## src/scp_pkg.sv

```systemverilog
// constants and types shared by the serial command port
// assumes a single 25 MHz device clock
`default_nettype none
package scp_pkg;
	// --------------------------------------------------------------
	// clock, baud and delay timing
	// --------------------------------------------------------------
	localparam int CLK_HZ   = 25_000_000;
	localparam int BAUD_LO  = 300;
	localparam int BAUD_MID = 1200;
	localparam int BAUD_HI  = 9600;
	localparam int BIT_LO   = CLK_HZ / BAUD_LO;
	localparam int BIT_MID  = CLK_HZ / BAUD_MID;
	localparam int BIT_HI   = CLK_HZ / BAUD_HI;
	localparam int DLY_MS   = 10;
	localparam int DLY_CYC  = (CLK_HZ / 1000) * DLY_MS;
	localparam int CNT_W    = 17;
	localparam int DLY_W    = 18;
	typedef logic [CNT_W-1:0] cyc_t;
	typedef logic [DLY_W-1:0] dly_t;

	// --------------------------------------------------------------
	// framing and message layout
	// --------------------------------------------------------------
	localparam int         DATA_BITS  = 7;
	localparam logic [3:0] FRAME_BITS = 4'hA;
	localparam logic [3:0] STOP_IDX   = 4'h8;
	localparam int         MSG_MAX    = 64;
	localparam logic [1:0] SEL_LO     = 2'h0;
	localparam logic [1:0] SEL_MID    = 2'h1;

	// --------------------------------------------------------------
	// characters
	// --------------------------------------------------------------
	localparam logic [6:0] CH_CR   = 7'h0D;
	localparam logic [6:0] CH_LF   = 7'h0A;
	localparam logic [6:0] CH_SEMI = 7'h3B;
	localparam logic [6:0] CH_SP   = 7'h20;
	localparam logic [6:0] CH_QM   = 7'h3F;
	localparam logic [6:0] CH_PLUS = 7'h2B;

	// --------------------------------------------------------------
	// tail sequencing after a response
	// --------------------------------------------------------------
	localparam logic [1:0] TL_BODY = 2'h0;
	localparam logic [1:0] TL_DONE = 2'h1;
	localparam logic [1:0] TL_LF   = 2'h2;
	localparam logic [1:0] TL_CR   = 2'h3;
endpackage
`default_nettype wire

```

## src/scp_fifo2.sv

```systemverilog
// two-entry valid/ready buffer
// assumes both sides on clk; full stalls the filling side
`default_nettype none
module scp_fifo2 #(
	parameter int W = 9
) (
	// clock and reset
	input  wire logic         clk,
	input  wire logic         arst_n,
	// fill side
	input  wire logic         in_valid,
	output logic              in_ready,
	input  wire logic [W-1:0] in_data,
	// drain side
	output logic              out_valid,
	input  wire logic         out_ready,
	output logic      [W-1:0] out_data
);
	typedef struct packed {
		logic [1:0][W-1:0] mem;
		logic              wp;
		logic              rp;
		logic [1:0]        cnt;
	} fst_t;

	fst_t q;
	fst_t n;
	logic push;
	logic pop;

	assign in_ready  = q.cnt != 2'h2;
	assign out_valid = q.cnt != 2'h0;
	assign out_data  = q.mem[q.rp];
	assign push      = in_valid && in_ready;
	assign pop       = out_valid && out_ready;

	always_comb begin
		n = q;
		if (push) begin
			n.mem[q.wp] = in_data;
			n.wp        = ~q.wp;
		end
		if (pop)
			n.rp = ~q.rp;
		n.cnt = q.cnt + {1'b0, push} - {1'b0, pop};
	end

	always_ff @(posedge clk or negedge arst_n) begin
		if (!arst_n)
			q <= '0;
		else
			q <= n;
	end
endmodule
`default_nettype wire

```

## src/scp_rx.sv

```systemverilog
// serial character receiver: start, 7 data, parity, stop
// assumes rxd synchronous to clk, idle high
`default_nettype none
module scp_rx (
	// clock and reset
	input  wire logic             clk,
	input  wire logic             arst_n,
	// line and setup
	input  wire logic             rxd,
	input  wire logic             en,
	input  wire scp_pkg::cyc_t    bit_cyc,
	// characters out
	output logic                  chr_valid,
	output logic            [6:0] chr_data,
	output logic                  chr_err,
	output logic                  busy
);
	typedef enum logic [1:0] {RX_IDLE, RX_START, RX_BITS} rst_t;
	typedef struct packed {
		rst_t          st;
		logic          prev;
		scp_pkg::cyc_t cnt;
		logic [3:0]    idx;
		logic [7:0]    sh;
		logic          valid;
		logic          err;
		logic [6:0]    data;
	} rxs_t;

	rxs_t q;
	rxs_t n;

	assign chr_valid = q.valid;
	assign chr_data  = q.data;
	assign chr_err   = q.err;
	assign busy      = q.st != RX_IDLE;

	always_comb begin
		n       = q;
		n.valid = 1'b0;
		n.err   = 1'b0;
		n.prev  = rxd;
		unique case (q.st)
			RX_IDLE: begin
				if (en && q.prev && !rxd) begin
					n.st  = RX_START;
					n.cnt = bit_cyc >> 1;
				end
			end
			RX_START: begin
				if (q.cnt == '0) begin
					// a short glitch is not a start bit
					n.st  = rxd ? RX_IDLE : RX_BITS;
					n.cnt = bit_cyc - 1'b1;
					n.idx = 4'h0;
				end else
					n.cnt = q.cnt - 1'b1;
			end
			RX_BITS: begin
				if (q.cnt == '0) begin
					n.cnt = bit_cyc - 1'b1;
					if (q.idx == scp_pkg::STOP_IDX) begin
						n.st = RX_IDLE;
						if (rxd && ^q.sh) begin
							n.valid = 1'b1;
							n.data  = q.sh[6:0];
						end else
							n.err = 1'b1;
					end else begin
						n.sh  = {rxd, q.sh[7:1]};
						n.idx = q.idx + 1'b1;
					end
				end else
					n.cnt = q.cnt - 1'b1;
			end
		endcase
	end

	always_ff @(posedge clk or negedge arst_n) begin
		if (!arst_n) begin
			q      <= '0;
			q.prev <= 1'b1;
		end else
			q <= n;
	end
endmodule
`default_nettype wire

```

## src/scp_top.sv

```systemverilog
// serial command port: frames, splits and answers host messages
// assumes one 25 MHz clock and an application that decodes elements
// What the document requires of the block and of the host
// each character is start, seven data bits, parity, stop: ten bits
// odd parity is sent on every character and checked on receive
// bit rate selectable among 300, 1200 and 9600 baud only
// half duplex: never transmits while a message is being received
// no handshake lines exist; host software timing does flow control
// CR then LF ends a message; every response ends with CR LF
// host must append CR LF; without it the message never completes
// semicolons split chained commands, each handed on in turn
// host sends at most one query, placed last in the chain
// host keeps a whole communication within 64 characters
// command is mnemonic, space, parameters; applied on receipt
// query is mnemonic with question mark; it obliges a response
// only the most recent query is answered; older answers dropped
// response starts about 10 ms after the query completes
// unrecognised mnemonics are ignored silently with no response
// a query mnemonic lacking its question mark gets no response
// parameters may omit plus sign; responses are sent zero padded
// a pure command sends nothing back
// host sends at most twenty commands per second
// host should leave 50 ms between successive commands
// device never transmits except to answer a received query
// host starts nothing for 50 ms after command or response
// start detected on falling edge, bits sampled at midpoint
// bad parity or stop drops and flags; overflow clears buffer
`default_nettype none
module scp_top #(
	parameter int BIT_LO  = scp_pkg::BIT_LO,
	parameter int BIT_MID = scp_pkg::BIT_MID,
	parameter int BIT_HI  = scp_pkg::BIT_HI,
	parameter int DLY_CYC = scp_pkg::DLY_CYC,
	parameter int MSG_MAX = scp_pkg::MSG_MAX
) (
	// clock and reset
	input  wire logic       clk,
	input  wire logic       arst_n,
	// serial line
	input  wire logic       rxd,
	output logic            txd,
	// setup
	input  wire logic [1:0] baud_sel,
	// element stream to the application
	output logic            el_valid,
	input  wire logic       el_ready,
	output logic      [6:0] el_data,
	output logic            el_last,
	output logic            el_query,
	// response from the application
	input  wire logic       resp_valid,
	output logic            resp_ready,
	input  wire logic [6:0] resp_data,
	input  wire logic       resp_last,
	input  wire logic       resp_drop,
	// status pulses
	output logic            rx_err,
	output logic            ovf
);
	// --------------------------------------------------------------
	// state
	// --------------------------------------------------------------
	localparam int LW = $clog2(MSG_MAX + 1);
	typedef enum logic [1:0] {PH_RX, PH_SCAN, PH_WAIT, PH_TX} ph_t;
	typedef struct packed {
		ph_t                      ph;
		logic [MSG_MAX-1:0][6:0]  mem;
		logic [LW-1:0]            len;
		logic                     cr;
		logic [LW-1:0]            rd;
		logic                     fresh;
		logic                     mn;
		logic                     pst;
		logic                     qel;
		logic                     qpend;
		scp_pkg::dly_t            dly;
		logic                     tx_busy;
		logic [9:0]               tx_sh;
		logic [3:0]               tx_n;
		scp_pkg::cyc_t            tx_cnt;
		logic [1:0]               tail;
		logic                     txd;
		logic                     rdy;
		logic                     err;
		logic                     ovf;
	} st_t;

	st_t           q;
	st_t           n;
	scp_pkg::cyc_t bit_cyc;
	logic          chr_valid;
	logic [6:0]    chr_data;
	logic          chr_err;
	logic          rx_busy;
	logic          push;
	logic          push_rdy;
	logic [8:0]    push_word;
	logic [8:0]    out_word;
	logic [LW-1:0] rd1;
	logic [6:0]    cur;
	logic [6:0]    nxt;
	logic          qel_now;
	logic          last_now;
	logic [6:0]    ld_chr;
	logic          ld;

	assign txd        = q.txd;
	assign resp_ready = q.rdy;
	assign rx_err     = q.err;
	assign ovf        = q.ovf;
	assign el_data    = out_word[6:0];
	assign el_query   = out_word[7];
	assign el_last    = out_word[8];

	// --------------------------------------------------------------
	// baud selection
	// --------------------------------------------------------------
	always_comb begin
		unique case (baud_sel)
			scp_pkg::SEL_LO:  bit_cyc = scp_pkg::cyc_t'(BIT_LO);
			scp_pkg::SEL_MID: bit_cyc = scp_pkg::cyc_t'(BIT_MID);
			default:          bit_cyc = scp_pkg::cyc_t'(BIT_HI);
		endcase
	end

	// --------------------------------------------------------------
	// receiver and element buffer
	// --------------------------------------------------------------
	// receiver is off while sending, so own echo never lands in the buffer
	scp_rx u_rx (
		.clk       (clk),
		.arst_n    (arst_n),
		.rxd       (rxd),
		.en        (q.ph != PH_TX),
		.bit_cyc   (bit_cyc),
		.chr_valid (chr_valid),
		.chr_data  (chr_data),
		.chr_err   (chr_err),
		.busy      (rx_busy)
	);

	scp_fifo2 #(.W(9)) u_buf (
		.clk       (clk),
		.arst_n    (arst_n),
		.in_valid  (push),
		.in_ready  (push_rdy),
		.in_data   (push_word),
		.out_valid (el_valid),
		.out_ready (el_ready),
		.out_data  (out_word)
	);

	// --------------------------------------------------------------
	// next state
	// --------------------------------------------------------------
	always_comb begin
		n         = q;
		n.err     = chr_err;
		n.ovf     = 1'b0;
		push      = 1'b0;
		ld        = 1'b0;
		ld_chr    = resp_data;
		rd1       = q.rd + 1'b1;
		cur       = q.mem[q.rd];
		nxt       = (rd1 < q.len) ? q.mem[rd1] : scp_pkg::CH_SEMI;
		qel_now   = q.qel || (q.mn && cur == scp_pkg::CH_QM);
		last_now  = nxt == scp_pkg::CH_SEMI;
		push_word = {last_now, qel_now, cur};

		// message capture; a new message cancels a pending answer
		if (chr_valid && (q.ph == PH_RX || q.ph == PH_WAIT)) begin
			if (q.ph == PH_WAIT) begin
				n.ph    = PH_RX;
				n.qpend = 1'b0;
				n.len   = '0;
			end
			if (chr_data == scp_pkg::CH_CR)
				n.cr = 1'b1;
			else if (chr_data == scp_pkg::CH_LF && q.cr) begin
				n.ph    = PH_SCAN;
				n.cr    = 1'b0;
				n.rd    = '0;
				n.fresh = 1'b1;
				n.mn    = 1'b1;
				n.pst   = 1'b0;
				n.qel   = 1'b0;
				n.qpend = 1'b0;
			end else begin
				n.cr = 1'b0;
				if (n.len == LW'(MSG_MAX)) begin
					n.len = '0;
					n.ovf = 1'b1;
				end else begin
					n.mem[n.len] = chr_data;
					n.len        = n.len + 1'b1;
				end
			end
		end

		unique case (q.ph)
			PH_RX: ;
			PH_SCAN: begin
				if (q.rd == q.len) begin
					n.ph  = q.qpend ? PH_WAIT : PH_RX;
					n.dly = '0;
					n.len = '0;
				end else if (cur == scp_pkg::CH_SEMI) begin
					n.rd    = rd1;
					n.fresh = 1'b1;
					n.mn    = 1'b1;
					n.pst   = 1'b0;
					n.qel   = 1'b0;
				end else if (cur == scp_pkg::CH_SP && q.fresh)
					n.rd = rd1;
				else if (cur == scp_pkg::CH_PLUS && q.pst) begin
					n.rd  = rd1;
					n.pst = 1'b0;
				end else if (push_rdy) begin
					// buffer full stalls the scan, nothing is lost
					push    = 1'b1;
					n.rd    = rd1;
					n.fresh = 1'b0;
					n.pst   = cur == scp_pkg::CH_SP && q.mn;
					n.mn    = q.mn && cur != scp_pkg::CH_SP;
					n.qel   = qel_now;
					if (last_now)
						n.qpend = q.qpend || qel_now;
				end
			end
			PH_WAIT: begin
				// a character still arriving holds the answer back
				if (n.ph == PH_WAIT && !rx_busy) begin
					if (q.dly == scp_pkg::dly_t'(DLY_CYC - 1)) begin
						n.ph   = PH_TX;
						n.tail = scp_pkg::TL_BODY;
					end else
						n.dly = q.dly + 1'b1;
				end
			end
			PH_TX: begin
				if (!q.tx_busy) begin
					if (q.tail == scp_pkg::TL_BODY) begin
						if (resp_drop) begin
							n.ph    = PH_RX;
							n.qpend = 1'b0;
						end else if (q.rdy && resp_valid) begin
							ld = 1'b1;
							if (resp_last)
								n.tail = scp_pkg::TL_CR;
						end
					end else if (q.tail == scp_pkg::TL_CR) begin
						ld     = 1'b1;
						ld_chr = scp_pkg::CH_CR;
						n.tail = scp_pkg::TL_LF;
					end else if (q.tail == scp_pkg::TL_LF) begin
						ld     = 1'b1;
						ld_chr = scp_pkg::CH_LF;
						n.tail = scp_pkg::TL_DONE;
					end else begin
						n.ph    = PH_RX;
						n.qpend = 1'b0;
					end
				end
			end
		endcase

		// transmitter: start bit first, data lsb first, parity, stop
		if (ld) begin
			n.tx_sh   = {1'b1, ~^ld_chr, ld_chr, 1'b0};
			n.tx_n    = scp_pkg::FRAME_BITS;
			n.tx_cnt  = bit_cyc - 1'b1;
			n.tx_busy = 1'b1;
			n.txd     = 1'b0;
		end else if (q.tx_busy) begin
			if (q.tx_cnt == '0) begin
				n.tx_cnt = bit_cyc - 1'b1;
				if (q.tx_n == 4'h1)
					n.tx_busy = 1'b0;
				else begin
					n.tx_sh = {1'b1, q.tx_sh[9:1]};
					n.txd   = n.tx_sh[0];
					n.tx_n  = q.tx_n - 1'b1;
				end
			end else
				n.tx_cnt = q.tx_cnt - 1'b1;
		end
		// no handshake: ready only reflects own transmitter state
		n.rdy = n.ph == PH_TX && !n.tx_busy && n.tail == scp_pkg::TL_BODY && !ld;
	end

	always_ff @(posedge clk or negedge arst_n) begin
		if (!arst_n) begin
			q     <= '0;
			q.txd <= 1'b1;
		end else
			q <= n;
	end
endmodule
`default_nettype wire

```

## config.mk

```make
export PLATFORM = sky130hd
export DESIGN_NAME = scp_top
export DESIGN_NICKNAME = d
export VERILOG_FILES = /design/src/scp_pkg.sv /design/src/scp_fifo2.sv /design/src/scp_rx.sv /design/src/scp_top.sv
export SDC_FILE = /design/constraint.sdc
export NUM_CORES = 1
export LEC_CHECK = 0
export ABC_AREA = 1
export BUFFER_PORTS_ARGS = -buffer_cell sky130_fd_sc_hd__buf_4
export CAP_MARGIN = 20
export CORE_MARGIN = 5
export CORE_UTILIZATION = 40
export DETAILED_ROUTE_END_ITERATION = 7
export GPL_ROUTABILITY_DRIVEN = 0
export PLACE_DENSITY_LB_ADDON = 0.15
export RECOVER_POWER = 100
export SETUP_SLACK_MARGIN = 0.3
export SYNTH_ARGS = -nofsm -noshare
export SYNTH_HDL_FRONTEND = slang
export SYNTH_SLANG_ARGS = --single-unit
export TNS_END_PERCENT = 10
```

## constraint.sdc

```tcl
create_clock -name clk -period 3.9 [get_ports clk]
set_input_delay 0.39 -clock clk [delete_from_list [all_inputs] [get_ports clk]]
set_output_delay 0.39 -clock clk [all_outputs]
set_load 0.03 [all_outputs]
```

==> results of run 1 <==
## cell usage after synthesis (all sizes together) (2+ instances only)
cell type	number
a21boi	2
a21oi	115
a22oi	8
a31oi	3
a32oi	5
buf	124
clkbuf	148
clkinv	14
dfrtp	586
dfstp	2
ha	26
inv	295
nand2	1552
nand3	500
nand3b	16
nand4	84
nor2	186
nor3	36
nor3b	3
nor4	12
o211ai	24
o21ai	599
o221ai	4
o22ai	7
o31ai	10
o32ai	3
or2	15
xnor2	16
xor2	36
## through the flow
step	hold WS, ns	worst slack (ns)	std cells	utilization [%]	total power (uW)
2_1_floorplan	0.09441	0.9706	4439	-	7182
3_3_place_gp	0.3427	0.2361	5369	42.57	7603
3_5_place_dp	0.3412	0.1177	5369	42.57	7606
4_1_cts	0.02478	0.2536	5502	45.65	14560
5_1_grt	0.05583	0.05168	5504	45.51	14970
6_report	0.06663	0.2506	5504	45.51	14400
## area by class of cell
type,count,area share (%)
multi-input cells,3270,41.73
clock buffers,108,5.820
flip-flops and latches,588,40.81
clock inverters,23,0.8637
inverters,309,3.257
well taps,1050,3.642
repair buffers,156,3.881
## kinds of logic (layout without fill, tap and decap cells)
group / count (synthesis) / count (layout) / synth area share, %
AND/OR/NAND/NOR: 2406 / 2406 / 31.63
AO/OA/AOI/OAI: 786 / 786 / 12.87
flip-flops: 588 / 588 / 45.85
buffers and inverters: 581 / 596 / 7.219
XOR/XNOR: 52 / 52 / 1.419
adder cells (fa/ha/maj): 26 / 26 / 1.013
## repair_timing
item,4_1_cts,5_1_grt
hold endpoints to repair,55,0
gates resized for setup,1,12
cloned,0,2
hold buffers,2,0
endpoints found under the setup margin,36,180
## path summary, 6_finish.rpt
check / to / cells after the start / startpoint / slack [ns]
hold reg to reg: rx_err / 0 / u_rx.chr_err / 0.35
setup / recovery: q[348] / 13 / q[525] / 0.25
min in group asynchronous: q[148] / 2 / arst_n / 0.80
hold / removal: q[12] / 3 / baud_sel[0] / 0.07
setup reg to reg: q[348] / 13 / q[525] / 0.25
max in group asynchronous: q[262] / 3 / arst_n / 0.74
## layout by cell type, fill, tap and decap left out, drive strengths merged, types with 84 or more instances in the layout
| master | n |
|---|---|
| nand2 | 1552 |
| o21ai | 599 |
| dfrtp | 586 |
| nand3 | 500 |
| inv | 305 |
| nor2 | 186 |
| clkbuf | 144 |
| buf | 118 |
| a21oi | 115 |
| nand4 | 84 |
## state kept, by name (all words and copies together) (netlist names)
signal	count
u_rx.chr_data	7
rx_err	1
ovf	1
txd	1
u_rx.chr_err	1
q	521
resp_ready	1
u_buf.q	22
u_rx.chr_valid	1
u_rx.q	32
## layer usage
| metal | vias to the layer above | GRT usage [%] | wire, microns |
|---|---|---|---|
| met3 | 183 | 3.507 | 6749 |
| met2 | 959 | 37.81 | 47170 |
| met5 | - | 0 | 0 |
| met4 | 0 | 6.504 | 3120 |
| met1 | 14104 | 34.89 | 48250 |
| li1 | 14470 | - | - |
## power breakdown
part	leakage, uW	switching (uW)	internal [uW]
Clock	0.00118	2780	4140
Combinational	0.00678	805	335
Sequential	0.00805	98.6	6240
## worst max-delay path: cells and delay by family, from the launching register on
| family | cells | cell delay [ns] |
|---|---|---|
| compound gates | 2 | 0.54 |
| buf+inv | 3 | 0.35 |
| simple gates | 7 | 2.09 |
| fa+ha+maj | 1 | 0.19 |
| flops | 1 | 0.37 |
==> results.toml, run 1 <==
[timing]
worst_slew_pin_slew_ns = 1.837
fin_tns_setup_ns = 0
fin_skew_ns = 0.02717
max_freq_mhz = 274.0
slew_violations = 63
setup_violations = 0
hold_viol = 0
slew_headroom_pct = -22.45
grt_setup_unrepaired = "yes"
finalCritPeriodShare_pct = 93.57
period_needed_ns = 3.649

[setup_path]
crit_fanout = 15
crit_arrival_ns = 4.17
critical_path_class = "flip-flop to flip-flop"
crit_chain = "inv_1, nor2_2, buf_4, nor2_1, inv_2, ha_1, nand4_1, nand2_1, nor2_2, o21ai_4, nor3_1, nand2_1, o21ai_0"
cp_slowest_stage_delay_ns = 0.79
required_ns = 4.42
start_kind = "flip-flop"
critPathCaptureType = "flip-flop"
critPathSlowestCell = "nor3_1"

[synthesis]
ys_seq_area_share_pct = 45.85
syn_area_per_cell_sq_um = 7.231
synth-main-ff-cell = "dfrtp_1"
netlist.area_leader.share_pct = 45.68
synth_nets = 4481
synth_area_leaders = "dfrtp_1 46%, nand2_1 18%, o21ai_0 9.2%"
synthArstFlopShare_pct = 100.0
ys_types = 46
ys_ff_latch = 588
synthCells = 4439
synth_top_cell_by_area = "dfrtp_1"
synth_edf_count = 0
yosysWarningCount = 0
syn_area_sq_um = 32100

[grt]
grt_pass1_wl_mm = 165.4
grt_pass1_vias = 27891
antenna_found_initial = 0
grt_max_degree = 101
grt_overflow_total = 0
globalRouteTotalUtil_pct = 24.01

[clock_tree]
cts.sink_count = 588
clk_pin_slew_worst_paths_ns = 0.06
htree_levels = 3
insertion_delay_ns = 0.62
numCtsBuffers = 73
cts_buffer_depth = 3
cts_root_buffer = "clkbuf_16"
post_cts_buffers = 0
cts_tree = "yes"

[power]
ir_drop_mv = 0.3021
power.density_nw_per_um2 = 399.2
leakage_uw = 0.01601

[floorplanning]
pin_count = 30
start_util_pct = 40.50
die_area_sq_um = 86010
coreArea_sq_um = 79260
die_height_microns = 293.3
fp.dieW_microns = 293.3
num_rows = 103

[routing]
drcViolationCount = 0
via_per_inst = 5.399
ant_nets = 0
routed_wl_mm = 105.3
first_iter_violations = 3197
vias = 29716
wl_per_cell_microns = 19.13
drtPass1Iterations = 5

[cells_and_area]
drive_gt1_share_pct = 6.421
nets = 4440
regArea_sq_um = 14720
synthToLayoutAreaGrowth_pct = 12.38
num-fill-cells = 8144
stdcell_area_sq_um = 36070
antennaDiodeCount = 0
multi_input_area_sq_um = 15050

[placement]
portBuffers = 29
post-dp-hpwl_mm = 69.06
postPlaceCellArea_sq_um = 33740

[min_path]
hold_path_class = "input port to flip-flop"

[flow_run]
maxCapViolCount = 1

[outcome]
violations = "max-capacitance violations, max-slew violations"
status = "finished, violations left"
No activity file was read; power rests on OpenSTA's default activity.
==> inputs of run 2 (changes only) <==
clock period = 3.8 ns   (was 3.9 ns; I/O delays follow)
==> run 2 against run 1 <==
Against the previous run: the flow still finishes with violations (max-capacitance violations, max-slew violations); clock power rose by 2%; sequential share of layout area shrank 0.34 points; via count about the same; non-clock buffer count grew 17; first-iteration DRC count shrank 7.9%; critical endpoint is now q[62]; largest power group unchanged; highest routed layer unchanged.
==> results.toml, run 2 (synthesized netlist as in run 1, its figures left out) <==
[outcome]
status = "finished, violations left"
violations = "max-capacitance violations, max-slew violations"

[cells_and_area]
reg_top3 = "q x521, u_rx.q x32, u_buf.q x22"
antennaDiodeCount = 0
fin_cells = 5520
synthToLayoutAreaGrowth_pct = 13.31
final_cell_mix = "1547 x nand2_1, 595 x o21ai_0, 585 x dfrtp_1, 491 x nand3_1, 287 x inv_1"
largest_reg_flops = 521
regMostFlops = "q"
drive_gt1_share_pct = 7.181
final_common_cell = "nand2_1"
nets = 4457
stdcell_area_sq_um = 36370

[setup_path]
critPathTopFamily = "simple AND/OR/NAND/NOR gates"
r2r_start = "q[61]"
crit_chain = "clkbuf_1, buf_4, buf_12, nand2_1, nand3_1, nand3_1, nand3_1, nand3_1, nand3_1, nand2_2, inv_1, nand2_1, nor2_1, nand2_1, nand2_1, nor2_1, nor2_2, clkbuf_2, o21ai_0"
start_kind = "flip-flop"
critical_path_class = "flip-flop to flip-flop"
r2r_cells = 19
critPathCaptureType = "flip-flop"
r2r_end = "q[62]"
timing.critical_path.buf_inv = 5
cp_slowest_stage_delay_ns = 0.57
critPathSlowestCell = "dfrtp_1"
r2r_slack_ns = 0.25
crit_fanout = 55
path_common_cell = "nand3_1"
crit_arrival_ns = 4.03
required_ns = 4.27

[floorplanning]
num_rows = 103
pin_count = 30
start_util_pct = 40.50
die_height_microns = 293.3
fp.dieW_microns = 293.3
die_area_sq_um = 86010
coreArea_sq_um = 79260

[power]
p_sw_share_pct = 25.55
ir_drop_mv = 0.3629
p_clk_share_pct = 47.8
comb_power_share_pct = 8.0
leakage_uw = 0.01617
p_switching_uw = 3764
seq_power_share_pct = 44.2
power.density_nw_per_um2 = 405.1
p_int_uw = 10970

[routing]
routed_wl_mm = 105.7
first_iter_violations = 2943
drcViolationCount = 0
via_per_inst = 5.378
wl_per_cell_microns = 19.15
vias = 29689
ant_nets = 0
drtPass1Iterations = 6

[timing]
hold_viol = 0
slew_headroom_pct = -68.85
max_freq_mhz = 281.4
finalCritPeriodShare_pct = 93.53
grt_setup_unrepaired = "yes"
fin_skew_ns = 0.03287
slew_violations = 75
setup_violations = 0
period_needed_ns = 3.554
worst_slew_pin_slew_ns = 2.533
fin_tns_setup_ns = 0
layout_setup_ws_ns = 0.2458

[grt]
globalRouteTotalUtil_pct = 23.95
grt_max_degree = 88
antenna_found_initial = 0
grt_pass1_vias = 27506
grt_overflow_total = 0
grt_pass1_wl_mm = 163.7

[clock_tree]
insertion_delay_ns = 0.63
cts_buffer_depth = 3
cts_tree = "yes"
htree_levels = 3
cts_root_buffer = "clkbuf_16"
clk_pin_slew_worst_paths_ns = 0.06
numCtsBuffers = 72
cts.sink_count = 588

[min_path]
hold_start = "baud_sel[0]"
hold_path_class = "input port to flip-flop"
whs_path_depth = 3
holdPathEnd = "q[12]"

[placement]
postPlaceCellArea_sq_um = 33810
place_ws_ns = 0.1405
post-dp-hpwl_mm = 69.29
portBuffers = 29
placed_cells = 5375

[flow_run]
maxCapViolCount = 1
-- run 2: how the worst max path moves through the flow --
stage / endpoint / startpoint / cells past startpoint
floorplan: q[108] / q[525] / 15
global placement: q[297] / u_rx.chr_data[0] / 12
detailed placement: q[490] / q[525] / 13
CTS: u_buf.q[1] / q[61] / 21
global route: q[16] / arst_n / 4
finish: q[62] / q[61] / 19
-- run 2: power by group through the flow --
stage,registers [uW],logic (uW),clock network [uW]
2_1_floorplan,6580,788,0
3_5_place_dp,6620,1200,0
4_1_cts,6500,1210,7180
3_3_place_gp,6610,1190,0
6_report,6510,1180,7040
5_1_grt,6520,1370,7450
-- run 2: tightest hold or removal path: stages --
cell and delay [ns]:
buf_4 0.12, nand2_1 0.07, nand3_1 0.08
-- run 2: what timing repair did --
item                                    in CTS  in global routing
endpoints found under the setup margin      72                212
endpoints found under the hold margin       69                  0
pin swaps                                    1                  4
hold buffers                                 2                  0
resized for setup                            2                 27
gates cloned                                 0                  4
setup buffers                                3                  7
-- run 2: layout make-up --
class	instances	area [sq um]
clock buffer	107	2196
inverter	309	1186
sequential	588	14720
timing repair buffer	173	1600
timing repair inverter	1	11.26
clock inverter	22	240.2
tap	1050	1314
multi-input combinational	3270	15110
fill	8097	42890
-- run 2: metrics by stage --
step	hold slack, ns	util (%)	power (uW)
after detailed placement	0.3365	42.66	7813
final	0.05492	45.89	14730
after CTS	0.01705	45.80	14890
after global routing	0.03387	45.89	15340
after global placement	0.3330	42.65	7801
after floorplan	0.08441	-	7371
-- run 2: routing by layer --
metal / vias up / wire length, microns / track usage [%]
li1: 14510 / - / -
met1: 14060 / 47960 / 34.28
met2: 913 / 47620 / 37.43
met3: 206 / 6786 / 4.331
met4: 0 / 3339 / 7.090
met5: - / 0 / 0
